===== src/rtl/dhs_pkg.sv =====
package dhs_pkg;

    // Register byte addresses
    localparam logic [7:0] ADDR_CTRL = 8'h00;
    localparam logic [7:0] ADDR_METHOD = 8'h04;
    localparam logic [7:0] ADDR_HOME_SPEED = 8'h08;
    localparam logic [7:0] ADDR_CREEP_SPEED = 8'h0C;
    localparam logic [7:0] ADDR_SHIFT = 8'h10;
    localparam logic [7:0] ADDR_HOME_DATA = 8'h14;
    localparam logic [7:0] ADDR_POST_DOG = 8'h18;
    localparam logic [7:0] ADDR_POLARITY = 8'h1C;
    localparam logic [7:0] ADDR_ACCEL = 8'h20;
    localparam logic [7:0] ADDR_DECEL = 8'h24;
    localparam logic [7:0] ADDR_PROG = 8'h28;
    localparam logic [7:0] ADDR_STATUS = 8'h2C;
    localparam logic [7:0] ADDR_POSITION = 8'h30;
    localparam logic [7:0] ADDR_IRQ_STATUS = 8'h34;
    localparam logic [7:0] ADDR_IRQ_CLEAR = 8'h38;
    localparam logic [7:0] ADDR_IRQ_ENABLE = 8'h3C;

    // Field positions
    localparam int CTRL_START_BIT = 0;
    localparam int CTRL_ABORT_BIT = 1;
    localparam int METHOD_DIR_BIT = 4;
    localparam int IRQ_DONE_BIT = 0;
    localparam int IRQ_ALARM_BIT = 1;
    localparam int IRQ_DOG_BIT = 2;
    localparam int IRQ_W = 3;

    // Homing method codes
    localparam logic [3:0] CODE_REAR_END = 4'h5;
    localparam logic [3:0] CODE_COUNT = 4'h6;
    localparam logic [3:0] CODE_CRADLE = 4'h7;

    // Values after reset
    localparam logic [4:0] METHOD_RST = 5'h05;
    localparam logic [15:0] HOME_SPEED_RST = 16'h0064;
    localparam logic [15:0] CREEP_SPEED_RST = 16'h000A;
    localparam logic [15:0] TC_RST = 16'h0000;
    localparam logic POLARITY_RST = 1'b1;
    localparam logic [3:0] PROG_RST = 4'h0;

    typedef enum logic [2:0] {
        ST_IDLE = 3'b000,
        ST_FAST = 3'b001,
        ST_CREEP = 3'b010,
        ST_TRAVEL = 3'b011,
        ST_DONE = 3'b100,
        ST_ALARM = 3'b101
    } dhs_state_e;

    // Pin inputs crossing into the clock domain
    typedef struct packed {
        logic dog;
        logic zphase;
        logic mode_sel;
        logic enc_pulse;
        logic [3:0] prog_sel;
    } dhs_pins_s;

    typedef struct packed {
        logic [7:0] addr;
        logic [31:0] wdata;
        logic wr;
        logic rd;
    } dhs_bus_s;

endpackage


===== src/rtl/dhs_dog_homing_sequencer.sv =====
// The register addresses and the address-and-strobe port were decided locally.
`timescale 1ns/10ps
`default_nettype none

module dhs_dog_homing_sequencer #(
    parameter int SPEED_W = 16,
    parameter int POS_W = 32
) (
    input wire logic clk_sys_i,
    input wire logic rst_b_i,
    input wire logic dog_i,
    input wire logic zphase_i,
    input wire logic operation_mode_select_1_i,
    input wire logic enc_pulse_i,
    input wire logic [3:0] program_select_i,
    input wire logic [7:0] addr_i,
    input wire logic [31:0] wr_data_i,
    input wire logic wr_i,
    input wire logic rd_i,
    output logic [31:0] rd_data_o,
    output logic [SPEED_W-1:0] speed_cmd_o,
    output logic dir_o,
    output logic homing_complete_o,
    output logic homing_incomplete_alarm_o,
    output logic irq_o
);

    dhs_pkg::dhs_pins_s pins_raw;
    dhs_pkg::dhs_pins_s sync1_reg;
    dhs_pkg::dhs_pins_s sync2_reg;
    dhs_pkg::dhs_pins_s prev_reg;
    dhs_pkg::dhs_bus_s bus;
    dhs_pkg::dhs_state_e state_reg;
    dhs_pkg::dhs_state_e state_next;

    logic [4:0] homing_method_setting_reg;
    logic [SPEED_W-1:0] homing_speed_setting_reg;
    logic [SPEED_W-1:0] creep_speed_setting_reg;
    logic [POS_W-1:0] home_shift_distance_setting_reg;
    logic [POS_W-1:0] home_position_data_setting_reg;
    logic [POS_W-1:0] post_dog_travel_setting_reg;
    logic dog_polarity_setting_reg;
    logic [15:0] homing_accel_time_constant_reg;
    logic [15:0] homing_decel_time_constant_reg;
    logic [3:0] homing_prog_reg;
    logic [dhs_pkg::IRQ_W-1:0] irq_status_reg;
    logic [dhs_pkg::IRQ_W-1:0] irq_enable_reg;
    logic [dhs_pkg::IRQ_W-1:0] irq_event;
    logic [SPEED_W-1:0] speed_reg;
    logic [SPEED_W-1:0] target_speed;
    logic [15:0] ramp_cnt_reg;
    logic [15:0] ramp_limit;
    logic [POS_W-1:0] position_reg;
    logic [POS_W-1:0] dist_reg;
    logic [POS_W-1:0] dist_target;
    logic dog_active;
    logic dog_prev_active;
    logic dog_lead;
    logic dog_trail;
    logic z_edge;
    logic enc_edge;
    logic method_ok;
    logic start;
    logic abort;
    logic ramp_tick;
    logic travel_end;
    logic complete_reg;
    logic alarm_reg;
    logic dir_reg;

    assign pins_raw = '{dog: dog_i, zphase: zphase_i,
        mode_sel: operation_mode_select_1_i, enc_pulse: enc_pulse_i,
        prog_sel: program_select_i};
    assign bus = '{addr: addr_i, wdata: wr_data_i, wr: wr_i, rd: rd_i};

    // Two flops on every pin; the extra latency is part of the home error
    always_ff @(posedge clk_sys_i or negedge rst_b_i) begin
        if (!rst_b_i) begin
            sync1_reg <= '0;
            sync2_reg <= '0;
            prev_reg <= '0;
        end else begin
            sync1_reg <= pins_raw;
            sync2_reg <= sync1_reg;
            prev_reg <= sync2_reg;
        end
    end

    assign dog_active = sync2_reg.dog ~^ dog_polarity_setting_reg;
    assign dog_prev_active = prev_reg.dog ~^ dog_polarity_setting_reg;
    assign dog_lead = dog_active && !dog_prev_active;
    assign dog_trail = !dog_active && dog_prev_active;
    assign z_edge = sync2_reg.zphase && !prev_reg.zphase;
    assign enc_edge = sync2_reg.enc_pulse && !prev_reg.enc_pulse;

    assign method_ok = (homing_method_setting_reg[3:0] == dhs_pkg::CODE_REAR_END)
        || (homing_method_setting_reg[3:0] == dhs_pkg::CODE_COUNT)
        || (homing_method_setting_reg[3:0] == dhs_pkg::CODE_CRADLE);
    // Start needs program mode and the program that holds the homing command
    assign start = bus.wr && (bus.addr == dhs_pkg::ADDR_CTRL)
        && bus.wdata[dhs_pkg::CTRL_START_BIT]
        && sync2_reg.mode_sel
        && (sync2_reg.prog_sel == homing_prog_reg)
        && method_ok;
    assign abort = bus.wr && (bus.addr == dhs_pkg::ADDR_CTRL)
        && bus.wdata[dhs_pkg::CTRL_ABORT_BIT];

    // Configuration registers
    always_ff @(posedge clk_sys_i or negedge rst_b_i) begin
        if (!rst_b_i) begin
            homing_method_setting_reg <= dhs_pkg::METHOD_RST;
            homing_speed_setting_reg <= SPEED_W'(dhs_pkg::HOME_SPEED_RST);
            creep_speed_setting_reg <= SPEED_W'(dhs_pkg::CREEP_SPEED_RST);
            home_shift_distance_setting_reg <= '0;
            home_position_data_setting_reg <= '0;
            post_dog_travel_setting_reg <= '0;
            dog_polarity_setting_reg <= dhs_pkg::POLARITY_RST;
            homing_accel_time_constant_reg <= dhs_pkg::TC_RST;
            homing_decel_time_constant_reg <= dhs_pkg::TC_RST;
            homing_prog_reg <= dhs_pkg::PROG_RST;
            irq_enable_reg <= '0;
        end else if (bus.wr) begin
            case (bus.addr)
                dhs_pkg::ADDR_METHOD: begin
                    homing_method_setting_reg <= bus.wdata[4:0];
                end
                dhs_pkg::ADDR_HOME_SPEED: begin
                    homing_speed_setting_reg <= bus.wdata[SPEED_W-1:0];
                end
                dhs_pkg::ADDR_CREEP_SPEED: begin
                    creep_speed_setting_reg <= bus.wdata[SPEED_W-1:0];
                end
                dhs_pkg::ADDR_SHIFT: begin
                    home_shift_distance_setting_reg <= bus.wdata[POS_W-1:0];
                end
                dhs_pkg::ADDR_HOME_DATA: begin
                    home_position_data_setting_reg <= bus.wdata[POS_W-1:0];
                end
                dhs_pkg::ADDR_POST_DOG: begin
                    post_dog_travel_setting_reg <= bus.wdata[POS_W-1:0];
                end
                dhs_pkg::ADDR_POLARITY: begin
                    dog_polarity_setting_reg <= bus.wdata[0];
                end
                dhs_pkg::ADDR_ACCEL: begin
                    homing_accel_time_constant_reg <= bus.wdata[15:0];
                end
                dhs_pkg::ADDR_DECEL: begin
                    homing_decel_time_constant_reg <= bus.wdata[15:0];
                end
                dhs_pkg::ADDR_PROG: begin
                    homing_prog_reg <= bus.wdata[3:0];
                end
                dhs_pkg::ADDR_IRQ_ENABLE: begin
                    irq_enable_reg <= bus.wdata[dhs_pkg::IRQ_W-1:0];
                end
                default: begin
                end
            endcase
        end
    end

    // Sequencer
    assign dist_target = post_dog_travel_setting_reg
        + home_shift_distance_setting_reg;
    assign travel_end = (state_reg == dhs_pkg::ST_TRAVEL)
        && (dist_reg >= dist_target);

    always_comb begin
        state_next = state_reg;
        case (state_reg)
            dhs_pkg::ST_IDLE, dhs_pkg::ST_DONE, dhs_pkg::ST_ALARM: begin
                if (start) begin
                    state_next = dhs_pkg::ST_FAST;
                end
            end
            dhs_pkg::ST_FAST: begin
                if (dog_lead) begin
                    if (homing_method_setting_reg[3:0] == dhs_pkg::CODE_COUNT) begin
                        state_next = dhs_pkg::ST_TRAVEL;
                    end else begin
                        state_next = dhs_pkg::ST_CREEP;
                    end
                end
            end
            dhs_pkg::ST_CREEP: begin
                if (homing_method_setting_reg[3:0] == dhs_pkg::CODE_CRADLE) begin
                    if (z_edge) begin
                        state_next = dhs_pkg::ST_DONE;
                    end
                end else if (dog_trail) begin
                    // Trailing edge alone ends creep; Z is never looked at
                    state_next = dhs_pkg::ST_TRAVEL;
                end
            end
            dhs_pkg::ST_TRAVEL: begin
                if (travel_end) begin
                    if ((homing_method_setting_reg[3:0] == dhs_pkg::CODE_COUNT)
                        && (speed_reg != creep_speed_setting_reg)) begin
                        state_next = dhs_pkg::ST_ALARM;
                    end else begin
                        state_next = dhs_pkg::ST_DONE;
                    end
                end
            end
            default: begin
                state_next = dhs_pkg::ST_IDLE;
            end
        endcase
        if (abort) begin
            state_next = dhs_pkg::ST_IDLE;
        end
    end

    always_ff @(posedge clk_sys_i or negedge rst_b_i) begin
        if (!rst_b_i) begin
            state_reg <= dhs_pkg::ST_IDLE;
        end else begin
            state_reg <= state_next;
        end
    end

    // Travel distance counts encoder pulses from the reference edge
    always_ff @(posedge clk_sys_i or negedge rst_b_i) begin
        if (!rst_b_i) begin
            dist_reg <= '0;
        end else if (state_reg != dhs_pkg::ST_TRAVEL) begin
            dist_reg <= '0;
        end else if (enc_edge) begin
            dist_reg <= dist_reg + 1'b1;
        end
    end

    // Direction is latched at start so a mid-run write cannot reverse
    always_ff @(posedge clk_sys_i or negedge rst_b_i) begin
        if (!rst_b_i) begin
            dir_reg <= 1'b0;
        end else if (start) begin
            dir_reg <= homing_method_setting_reg[dhs_pkg::METHOD_DIR_BIT];
        end
    end

    // Speed profile
    always_comb begin
        case (state_reg)
            dhs_pkg::ST_FAST: target_speed = homing_speed_setting_reg;
            dhs_pkg::ST_CREEP,
            dhs_pkg::ST_TRAVEL: target_speed = creep_speed_setting_reg;
            default: target_speed = '0;
        endcase
    end

    assign ramp_limit = (target_speed > speed_reg) ?
        homing_accel_time_constant_reg : homing_decel_time_constant_reg;
    assign ramp_tick = (ramp_cnt_reg >= ramp_limit);

    // One speed step per time constant plus one cycle; stop is immediate
    always_ff @(posedge clk_sys_i or negedge rst_b_i) begin
        if (!rst_b_i) begin
            ramp_cnt_reg <= '0;
            speed_reg <= '0;
        end else if (state_next != state_reg || speed_reg == target_speed) begin
            ramp_cnt_reg <= '0;
            if (state_next == dhs_pkg::ST_IDLE || state_next == dhs_pkg::ST_DONE
                || state_next == dhs_pkg::ST_ALARM) begin
                speed_reg <= '0;
            end
        end else if (ramp_tick) begin
            ramp_cnt_reg <= '0;
            if (target_speed > speed_reg) begin
                speed_reg <= speed_reg + 1'b1;
            end else begin
                speed_reg <= speed_reg - 1'b1;
            end
        end else begin
            ramp_cnt_reg <= ramp_cnt_reg + 1'b1;
        end
    end

    // Position, completion and alarm
    always_ff @(posedge clk_sys_i or negedge rst_b_i) begin
        if (!rst_b_i) begin
            position_reg <= '0;
        end else if (state_next == dhs_pkg::ST_DONE
            && state_reg != dhs_pkg::ST_DONE) begin
            position_reg <= home_position_data_setting_reg;
        end else if (enc_edge) begin
            position_reg <= dir_reg ? position_reg - 1'b1 : position_reg + 1'b1;
        end
    end

    always_ff @(posedge clk_sys_i or negedge rst_b_i) begin
        if (!rst_b_i) begin
            complete_reg <= 1'b0;
            alarm_reg <= 1'b0;
        end else begin
            complete_reg <= (state_next == dhs_pkg::ST_DONE);
            alarm_reg <= (state_next == dhs_pkg::ST_ALARM);
        end
    end

    // Interrupts: set wins over a clear in the same cycle
    assign irq_event[dhs_pkg::IRQ_DONE_BIT] = (state_next == dhs_pkg::ST_DONE)
        && (state_reg != dhs_pkg::ST_DONE);
    assign irq_event[dhs_pkg::IRQ_ALARM_BIT] = (state_next == dhs_pkg::ST_ALARM)
        && (state_reg != dhs_pkg::ST_ALARM);
    assign irq_event[dhs_pkg::IRQ_DOG_BIT] = dog_lead
        && (state_reg == dhs_pkg::ST_FAST);

    always_ff @(posedge clk_sys_i or negedge rst_b_i) begin
        if (!rst_b_i) begin
            irq_status_reg <= '0;
        end else if (bus.wr && bus.addr == dhs_pkg::ADDR_IRQ_CLEAR) begin
            irq_status_reg <= (irq_status_reg
                & ~bus.wdata[dhs_pkg::IRQ_W-1:0]) | irq_event;
        end else begin
            irq_status_reg <= irq_status_reg | irq_event;
        end
    end

    // Read data stands for one cycle only
    always_ff @(posedge clk_sys_i or negedge rst_b_i) begin
        if (!rst_b_i) begin
            rd_data_o <= '0;
        end else if (!bus.rd) begin
            rd_data_o <= '0;
        end else begin
            case (bus.addr)
                dhs_pkg::ADDR_METHOD: rd_data_o <= 32'(homing_method_setting_reg);
                dhs_pkg::ADDR_HOME_SPEED: rd_data_o <= 32'(homing_speed_setting_reg);
                dhs_pkg::ADDR_CREEP_SPEED: rd_data_o <= 32'(creep_speed_setting_reg);
                dhs_pkg::ADDR_SHIFT: rd_data_o <= 32'(home_shift_distance_setting_reg);
                dhs_pkg::ADDR_HOME_DATA: rd_data_o <= 32'(home_position_data_setting_reg);
                dhs_pkg::ADDR_POST_DOG: rd_data_o <= 32'(post_dog_travel_setting_reg);
                dhs_pkg::ADDR_POLARITY: rd_data_o <= 32'(dog_polarity_setting_reg);
                dhs_pkg::ADDR_ACCEL: rd_data_o <= 32'(homing_accel_time_constant_reg);
                dhs_pkg::ADDR_DECEL: rd_data_o <= 32'(homing_decel_time_constant_reg);
                dhs_pkg::ADDR_PROG: rd_data_o <= 32'(homing_prog_reg);
                dhs_pkg::ADDR_STATUS: begin
                    rd_data_o <= {8'h00, 8'(speed_reg), 10'h000,
                        dog_active, alarm_reg, complete_reg, 3'(state_reg)};
                end
                dhs_pkg::ADDR_POSITION: rd_data_o <= 32'(position_reg);
                dhs_pkg::ADDR_IRQ_STATUS: rd_data_o <= 32'(irq_status_reg);
                dhs_pkg::ADDR_IRQ_ENABLE: rd_data_o <= 32'(irq_enable_reg);
                default: rd_data_o <= 32'h0000_0000;
            endcase
        end
    end

    // Outputs from flops
    always_ff @(posedge clk_sys_i or negedge rst_b_i) begin
        if (!rst_b_i) begin
            speed_cmd_o <= '0;
            dir_o <= 1'b0;
            homing_complete_o <= 1'b0;
            homing_incomplete_alarm_o <= 1'b0;
            irq_o <= 1'b0;
        end else begin
            speed_cmd_o <= speed_reg;
            dir_o <= dir_reg;
            homing_complete_o <= complete_reg;
            homing_incomplete_alarm_o <= alarm_reg;
            irq_o <= |(irq_status_reg & irq_enable_reg);
        end
    end

endmodule

`default_nettype wire


===== config.mk =====
export PLATFORM = sky130hd
export DESIGN_NAME = dhs_dog_homing_sequencer
export DESIGN_NICKNAME = d
export VERILOG_FILES = /design/src/rtl/dhs_pkg.sv /design/src/rtl/dhs_dog_homing_sequencer.sv
export SDC_FILE = /design/constraint.sdc
export NUM_CORES = 1
export LEC_CHECK = 0
export CORE_UTILIZATION = 60
export DETAILED_ROUTE_END_ITERATION = 12
export DONT_BUFFER_PORTS = 1
export PLACE_DENSITY = 0.74
export SLEW_MARGIN = 20
export SYNTH_ARGS = -nofsm -noshare
export SYNTH_HDL_FRONTEND = slang
export SYNTH_SLANG_ARGS = --single-unit

===== constraint.sdc =====
create_clock -name clk_sys_i -period 9.7 [get_ports clk_sys_i]
set_input_delay 0.97 -clock clk_sys_i [delete_from_list [all_inputs] [get_ports clk_sys_i]]
set_output_delay 0.97 -clock clk_sys_i [all_outputs]
set_load 0.02 [all_outputs]

==> results.cfg, run 1 <==
[logic_synthesis]
syn_inst = 1909
synthArstFlopShare_pct = 100
synth_top_family_by_area = compound AO/OA/AOI/OAI gates
yosys-top-cells-area = dfrtp_1 (43%), mux2_2 (9.4%), ha_1 (8.9%)
muxShareOfSynthArea_pct = 10.2
yosys.area_share.xor_xnor_pct = 5.43
synth_top_area_cell = dfrtp_1
syn_nets = 2105
synth-seq-cells = 349
postSynthAreaPerCell_sq_um = 10.4
synth_ff_type = dfrtp_1
yosysSeqAreaShare_pct = 44.1
ys_types = 69
synth_fa_ha_area_share_pct = 9.19
ys_warn_count = 0
synth_compound_area_share_pct = 16.8
syn_area_sq_mm = 0.0198
yosys.area_share.simple_pct = 12.0
synth_enable_flop_cells = 0
yosys.area.top_type_share_pct = 43.0

[cts]
cts_buffer_depth = 3
clk_pin_slew_worst_paths_ps = 60
cts-root-buf = clkbuf_16
post_cts_buffers = 0
numCtsBuffers = 39
postCtsHoldBufs = 0
cts_sinks = 349
insertion_delay_ps = 550
cts_tree = built
htreeDepth = 2
cts-resized-gates = 0

[timing]
period_needed_ps = 6770
slew_headroom_pct = 33.8
worst_pin_slew_ps = 992
rsz0062_at_grt = no
hold_viol = 0
finalCritPeriodShare_pct = 69.8
max_freq_mhz = 148
finalSetupViolations = 0
fin_tns_setup_ps = 0
fin_skew_ps = 15.4
slew_violations = 0

[die]
rows = 66
initial_utilization_pct = 61.0
dieWidth_um = 184
core-area_sq_mm = 0.0325
io_pins = 104
die_y_um = 184
die_area_sq_mm = 0.0338

[global_routing]
grt_start_max_net_pins = 350
grt_pass1_wl_um = 88000
grt_pass1_vias = 15500
grt_overflow = 0
grt_use_total_pct = 34.2
antenna_found_initial = 1

[routing]
wirelength_um = 56700
drtIter0Drc = 1348
drc_errors = 0
via_per_inst = 6.59
wire_per_inst_um = 23.9
ant_nets = 0
first_pass_iters = 6
routed-via-count = 15600

[cells_and_area]
area_growth_pct = 9.16
drive_gt1_share_pct = 14.5
finalNetCount = 2095
fin_util_pct = 66.6

[placement]
portBuffers = 0
hpwl_um = 39600
place.gp.congestion = 0.929

[power_and_ir_drop]
p_comb_share_pct = 18.7
clockPowerShare_pct = 37.5
irDropWorstVdd_mv = 0.239
switching_power_mw = 1.30
internal_power_mw = 2.96
swShare_pct = 30.5
power_density_mw_per_mm2 = 196
p_leak_nw = 10.1
p_seq_share_pct = 43.7

[min_path]
hold_path.class = input port to async pin

[critical_path]
path_max_fanout = 20
arrival_ps = 7240
required_ps = 10170
cp-end-kind = register
critPathLaunchType = register
critical_path_class = register to register

[status]
status = completed

[flow_run]
maxCapViolations = 0
## layout by cell type (no fill, tap or decap), types with 46 or more instances in the layout
master	instances
a21oi_1	105
a22oi_1	78
dfrtp_1	341
ha_1	141
inv_1	46
mux2_2	166
nand2_1	155
nand3_1	51
nor2_1	141
o21ai_0	70
xnor2_1	63
xor2_1	60
## stage by stage
stage	total power, mW	area (sq um)	cells	hold slack (ps)	setup slack, ps
after CTS	4.26	21700	2369	102	3060
after global placement	2.64	20300	2300	332	3330
after detailed placement	2.67	20300	2300	335	3110
after floorplan	2.42	19800	1909	331	4290
final	4.25	21700	2370	120	2930
after global routing	4.45	21700	2369	94.7	2280
## layer usage
metal  wire, um  track usage, %  up-vias
met4       2160            14.8        0
met5          0               0        -
met1      23100            42.9     7848
li1           -               -     7019
met3       4260            7.81      136
met2      27100            56.7      608
## Yosys cell counts, drive strengths merged, types with 20 or more instances
master / number
a21o: 41
a21oi: 105
a22o: 26
a22oi: 78
a31oi: 41
buf: 20
clkbuf: 52
dfrtp: 341
ha: 141
inv: 46
mux2: 166
nand2: 156
nand2b: 20
nand3: 51
nand4: 24
nor2: 149
nor3: 23
o21ai: 75
xnor2: 63
xor2: 60
## worst paths after layout
| path | to | slack (ps) | cells past startpoint | startpoint |
|---|---|---|---|---|
| min in group clk_sys_i | sync2_reg[1]$_DFF_PN0_ | 340 | 0 | sync1_reg[1]$_DFF_PN0_ |
| max in group asynchronous | sync1_reg[6]$_DFF_PN0_ | 8990 | 0 | rst_b_i |
| setup reg to reg | speed_reg[15]$_DFFE_PN0P_ | 2930 | 21 | post_dog_travel_setting_reg[13]$_DFFE_PN0P_ |
| setup / recovery | speed_reg[15]$_DFFE_PN0P_ | 2930 | 21 | post_dog_travel_setting_reg[13]$_DFFE_PN0P_ |
| hold / removal | position_reg[19]$_DFFE_PN0P_ | 120 | 0 | rst_b_i |
| hold reg to reg | sync2_reg[1]$_DFF_PN0_ | 340 | 0 | sync1_reg[1]$_DFF_PN0_ |
## layout make-up
class,instances,area (sq um)
fill,2552,10900
multi-input combinational,1442,10700
sequential,349,8740
clock buffer,54,1120
tap,442,553
clock inverter,15,250
inverter,46,173
timing repair buffer,21,158
antenna,1,2.50
## cells by family after synthesis
| logic type | after synthesis |
|---|---|
| AND/OR/NAND/NOR | 508 |
| AO/OA/AOI/OAI | 486 |
| flip-flops | 349 |
| multiplexers | 181 |
| adder cells (fa/ha/maj) | 144 |
| XOR/XNOR | 123 |
| buffers and inverters | 118 |
## critical path, cell delays in order (launching register included)
cell and delay, ps:
dfrtp_1 410, ha_1 390, a2111oi_0 390, o21ai_0 150, a221o_1 350, a2111oi_0 740
nor3_1 180, o211ai_1 220, nand2_1 130, a41o_1 260, a21oi_1 190, xor2_1 190
ha_1 260, a21o_1 160, a221oi_1 260, o21ai_0 140, a21oi_1 590, a31oi_1 180
nand3b_1 740, o31ai_4 470, a21oi_1 90, o21ai_0 170
## power groups by stage
stage,Combinational [mW],Clock (mW),Sequential [mW]
after CTS,0.795,1.61,1.85
final,0.797,1.60,1.86
after floorplan,0.651,0,1.77
after detailed placement,0.789,0,1.88
after global placement,0.760,0,1.88
after global routing,0.900,1.68,1.87
(Power assumes the default switching activity.)
==> run 2, diff against run 1 <==
==> constraint.sdc (replaced) <==
create_clock -name clk_sys_i -period 6.5 [get_ports clk_sys_i]
set_input_delay 0.65 -clock clk_sys_i [delete_from_list [all_inputs] [get_ports clk_sys_i]]
set_output_delay 0.65 -clock clk_sys_i [all_outputs]
set_load 0.02 [all_outputs]
==> run 2 against run 1 <==
  * The flow now finishes with violations (hold timing)
  * Sequential power is 49% higher
  * Final area up 0.12%
  * Combinational power up 58%
  * Global-route usage is 0.65 points higher
  * Final cell count about the same
  * Clock skew down 0.88 ps
  * Wire length grew 1.6%
  * Non-clock buffer count grew 1
  * Register-to-register slack got worse by 2300 ps
  * Clock-buffer cell count is 3 lower
  * Critical path type unchanged
  * Largest power group unchanged
  * Highest routed layer is now met5
==> results.cfg, run 2 (synthesis gave the netlist of run 1 again) <==
[routing]
drc_errors = 0
wire_per_inst_um = 24.3
routed-via-count = 15700
first_pass_iters = 6
wirelength_um = 57600
ant_nets = 0
via_per_inst = 6.61
drtIter0Drc = 1614

[critical_path]
path_max_fanout = 16
arrival_ps = 6360
cpMaxStageDelayCell = o31ai_4
crit_chain = ha_1 -> a2111oi_0 -> o21ai_0 -> a221o_1 -> a2111oi_1 -> nor3_1 -> o211ai_1 -> nand2_1 -> a41o_1 -> a21oi_1 -> xor2_1 -> ha_1 -> and4_1 -> and2_1 -> o211ai_1 -> nor3_1 -> a21oi_2 -> a31oi_1 -> and2b_4 -> o31ai_4 -> nand2_1 -> o31ai_1
crit_family = compound AO/OA/AOI/OAI gates
r2r_cells = 22
critPathLaunchType = register
crit_buf_inv = 0
required_ps = 6950
critical_path.max_stage_delay_ps = 640
crit_cells = 22
cp-end-kind = register
critical_path_class = register to register

[cts]
post_cts_buffers = 0
htreeDepth = 2
numCtsBuffers = 39
cts-root-buf = clkbuf_16
insertion_delay_ps = 560
cts_tree = built
cts_sinks = 349
cts_buffer_depth = 3
clk_pin_slew_worst_paths_ps = 60

[min_path]
hold_path.class = input port to async pin

[die]
core-area_sq_mm = 0.0325
die_area_sq_mm = 0.0338
initial_utilization_pct = 61.0
dieWidth_um = 184
die_y_um = 184
io_pins = 104
rows = 66

[power_and_ir_drop]
p_leak_nw = 10.1
p_comb_share_pct = 19.7
swShare_pct = 31.2
switching_power_mw = 1.99
finalPower_mw = 6.39
clockPowerShare_pct = 37.0
p_seq_share_pct = 43.3
internal_power_mw = 4.39
irDropWorstVdd_mv = 0.233
power_density_mw_per_mm2 = 294

[timing]
max_freq_mhz = 169
fin_tns_setup_ps = 0
whs_ps = -204
rsz0062_at_grt = no
fin_skew_ps = 14.5
slew_violations = 0
worst_pin_slew_ps = 1170
finalCritPeriodShare_pct = 91.0
period_needed_ps = 5920
finalSetupViolations = 0
hold_viol = 213
slew_headroom_pct = 22.2

[cells_and_area]
layout_common_cells = dfrtp_1 (341), mux2_2 (166), nand2_1 (155), ha_1 (141), nor2_1 (140)
finalNetCount = 2096
layout_commonest_cell = dfrtp_1
n_fill_cell = 2580
drive_gt1_share_pct = 14.9
area_growth_pct = 9.30

[status]
violations = hold timing
status = complete, but fails checks

[global_routing]
grt_pass1_vias = 15800
antenna_found_initial = 3
grt_pass1_wl_um = 89700
grt_overflow = 0
grt_use_total_pct = 34.9
grt_start_max_net_pins = 350

[placement]
portBuffers = 0
hpwl_um = 40100
place.gp.congestion = 0.933

[flow_run]
maxCapViolations = 0
run 2: cell count changes in the layout (fill, tap and decap cells not counted), sizes merged:
cell	before	now
clkinv	8	10
bufinv	7	6
buf	21	22
clkinvlp	0	1
inv	46	47
clkbuf	54	51
run 2: area by class of cell:
class                   count  area [sq um]  share of cell area [%]
multi-input cells        1442         10700                    49.2
flip-flops and latches    349          8740                    40.3
clock buffers              51          1120                    5.18
well taps                 442           553                    2.55
clock inverters            18           250                    1.15
repair buffers             22           178                   0.819
inverters                  46           173                   0.796
diodes                      1          2.50                  0.0115
run 2: power by group through the flow:
stage | Combinational, mW | Clock [mW] | Sequential [mW]
after floorplan | 0.971 | 0 | 2.64
after global placement | 1.18 | 0 | 2.78
after detailed placement | 1.23 | 0 | 2.79
after CTS | 1.24 | 2.39 | 2.75
after global routing | 1.39 | 2.48 | 2.78
final | 1.26 | 2.36 | 2.77
run 2: per-layer routing:
| layer | global-route usage, % | vias to the layer above | routed length (um) |
|---|---|---|---|
| li1 | - | 7016 | - |
| met1 | 43.3 | 7827 | 23000 |
| met2 | 58.2 | 660 | 27600 |
| met3 | 8.18 | 173 | 4590 |
| met4 | 14.9 | 4 | 2340 |
| met5 | 0 | - | 25 |
run 2: metrics by stage:
| stage | instances | util [%] | worst slack [ps] | area [sq um] | hold WS (ps) |
|---|---|---|---|---|---|
| floorplan | 1909 | - | 1090 | 19800 | 331 |
| global placement | 2301 | 62.4 | 527 | 20300 | 332 |
| detailed placement | 2301 | 62.4 | 376 | 20300 | 336 |
| CTS | 2370 | 66.6 | 332 | 21700 | -217 |
| global route | 2370 | 66.6 | 123 | 21700 | -221 |
| finish | 2371 | 66.6 | 583 | 21700 | -204 |
run 2: timing repair:
item | CTS | global route
setup endpoints to repair | 0 | 25
hold endpoints to repair | 341 | 341
gates resized for setup | 0 | 2
run 2: path summary, 6_finish.rpt:
path,startpoint,end,slack [ps]
max,home_shift_distance_setting_reg[13]$_DFFE_PN0P_,speed_reg[4]$_DFFE_PN0P_,580
min,rst_b_i,position_reg[19]$_DFFE_PN0P_,-200
max reg2reg,home_shift_distance_setting_reg[13]$_DFFE_PN0P_,speed_reg[4]$_DFFE_PN0P_,580
min reg2reg,sync1_reg[3]$_DFF_PN0_,sync2_reg[3]$_DFF_PN0_,350
max in group asynchronous,rst_b_i,home_shift_distance_setting_reg[29]$_DFFE_PN0P_,5740
min in group clk_sys_i,program_select_i[2],sync1_reg[2]$_DFF_PN0_,120
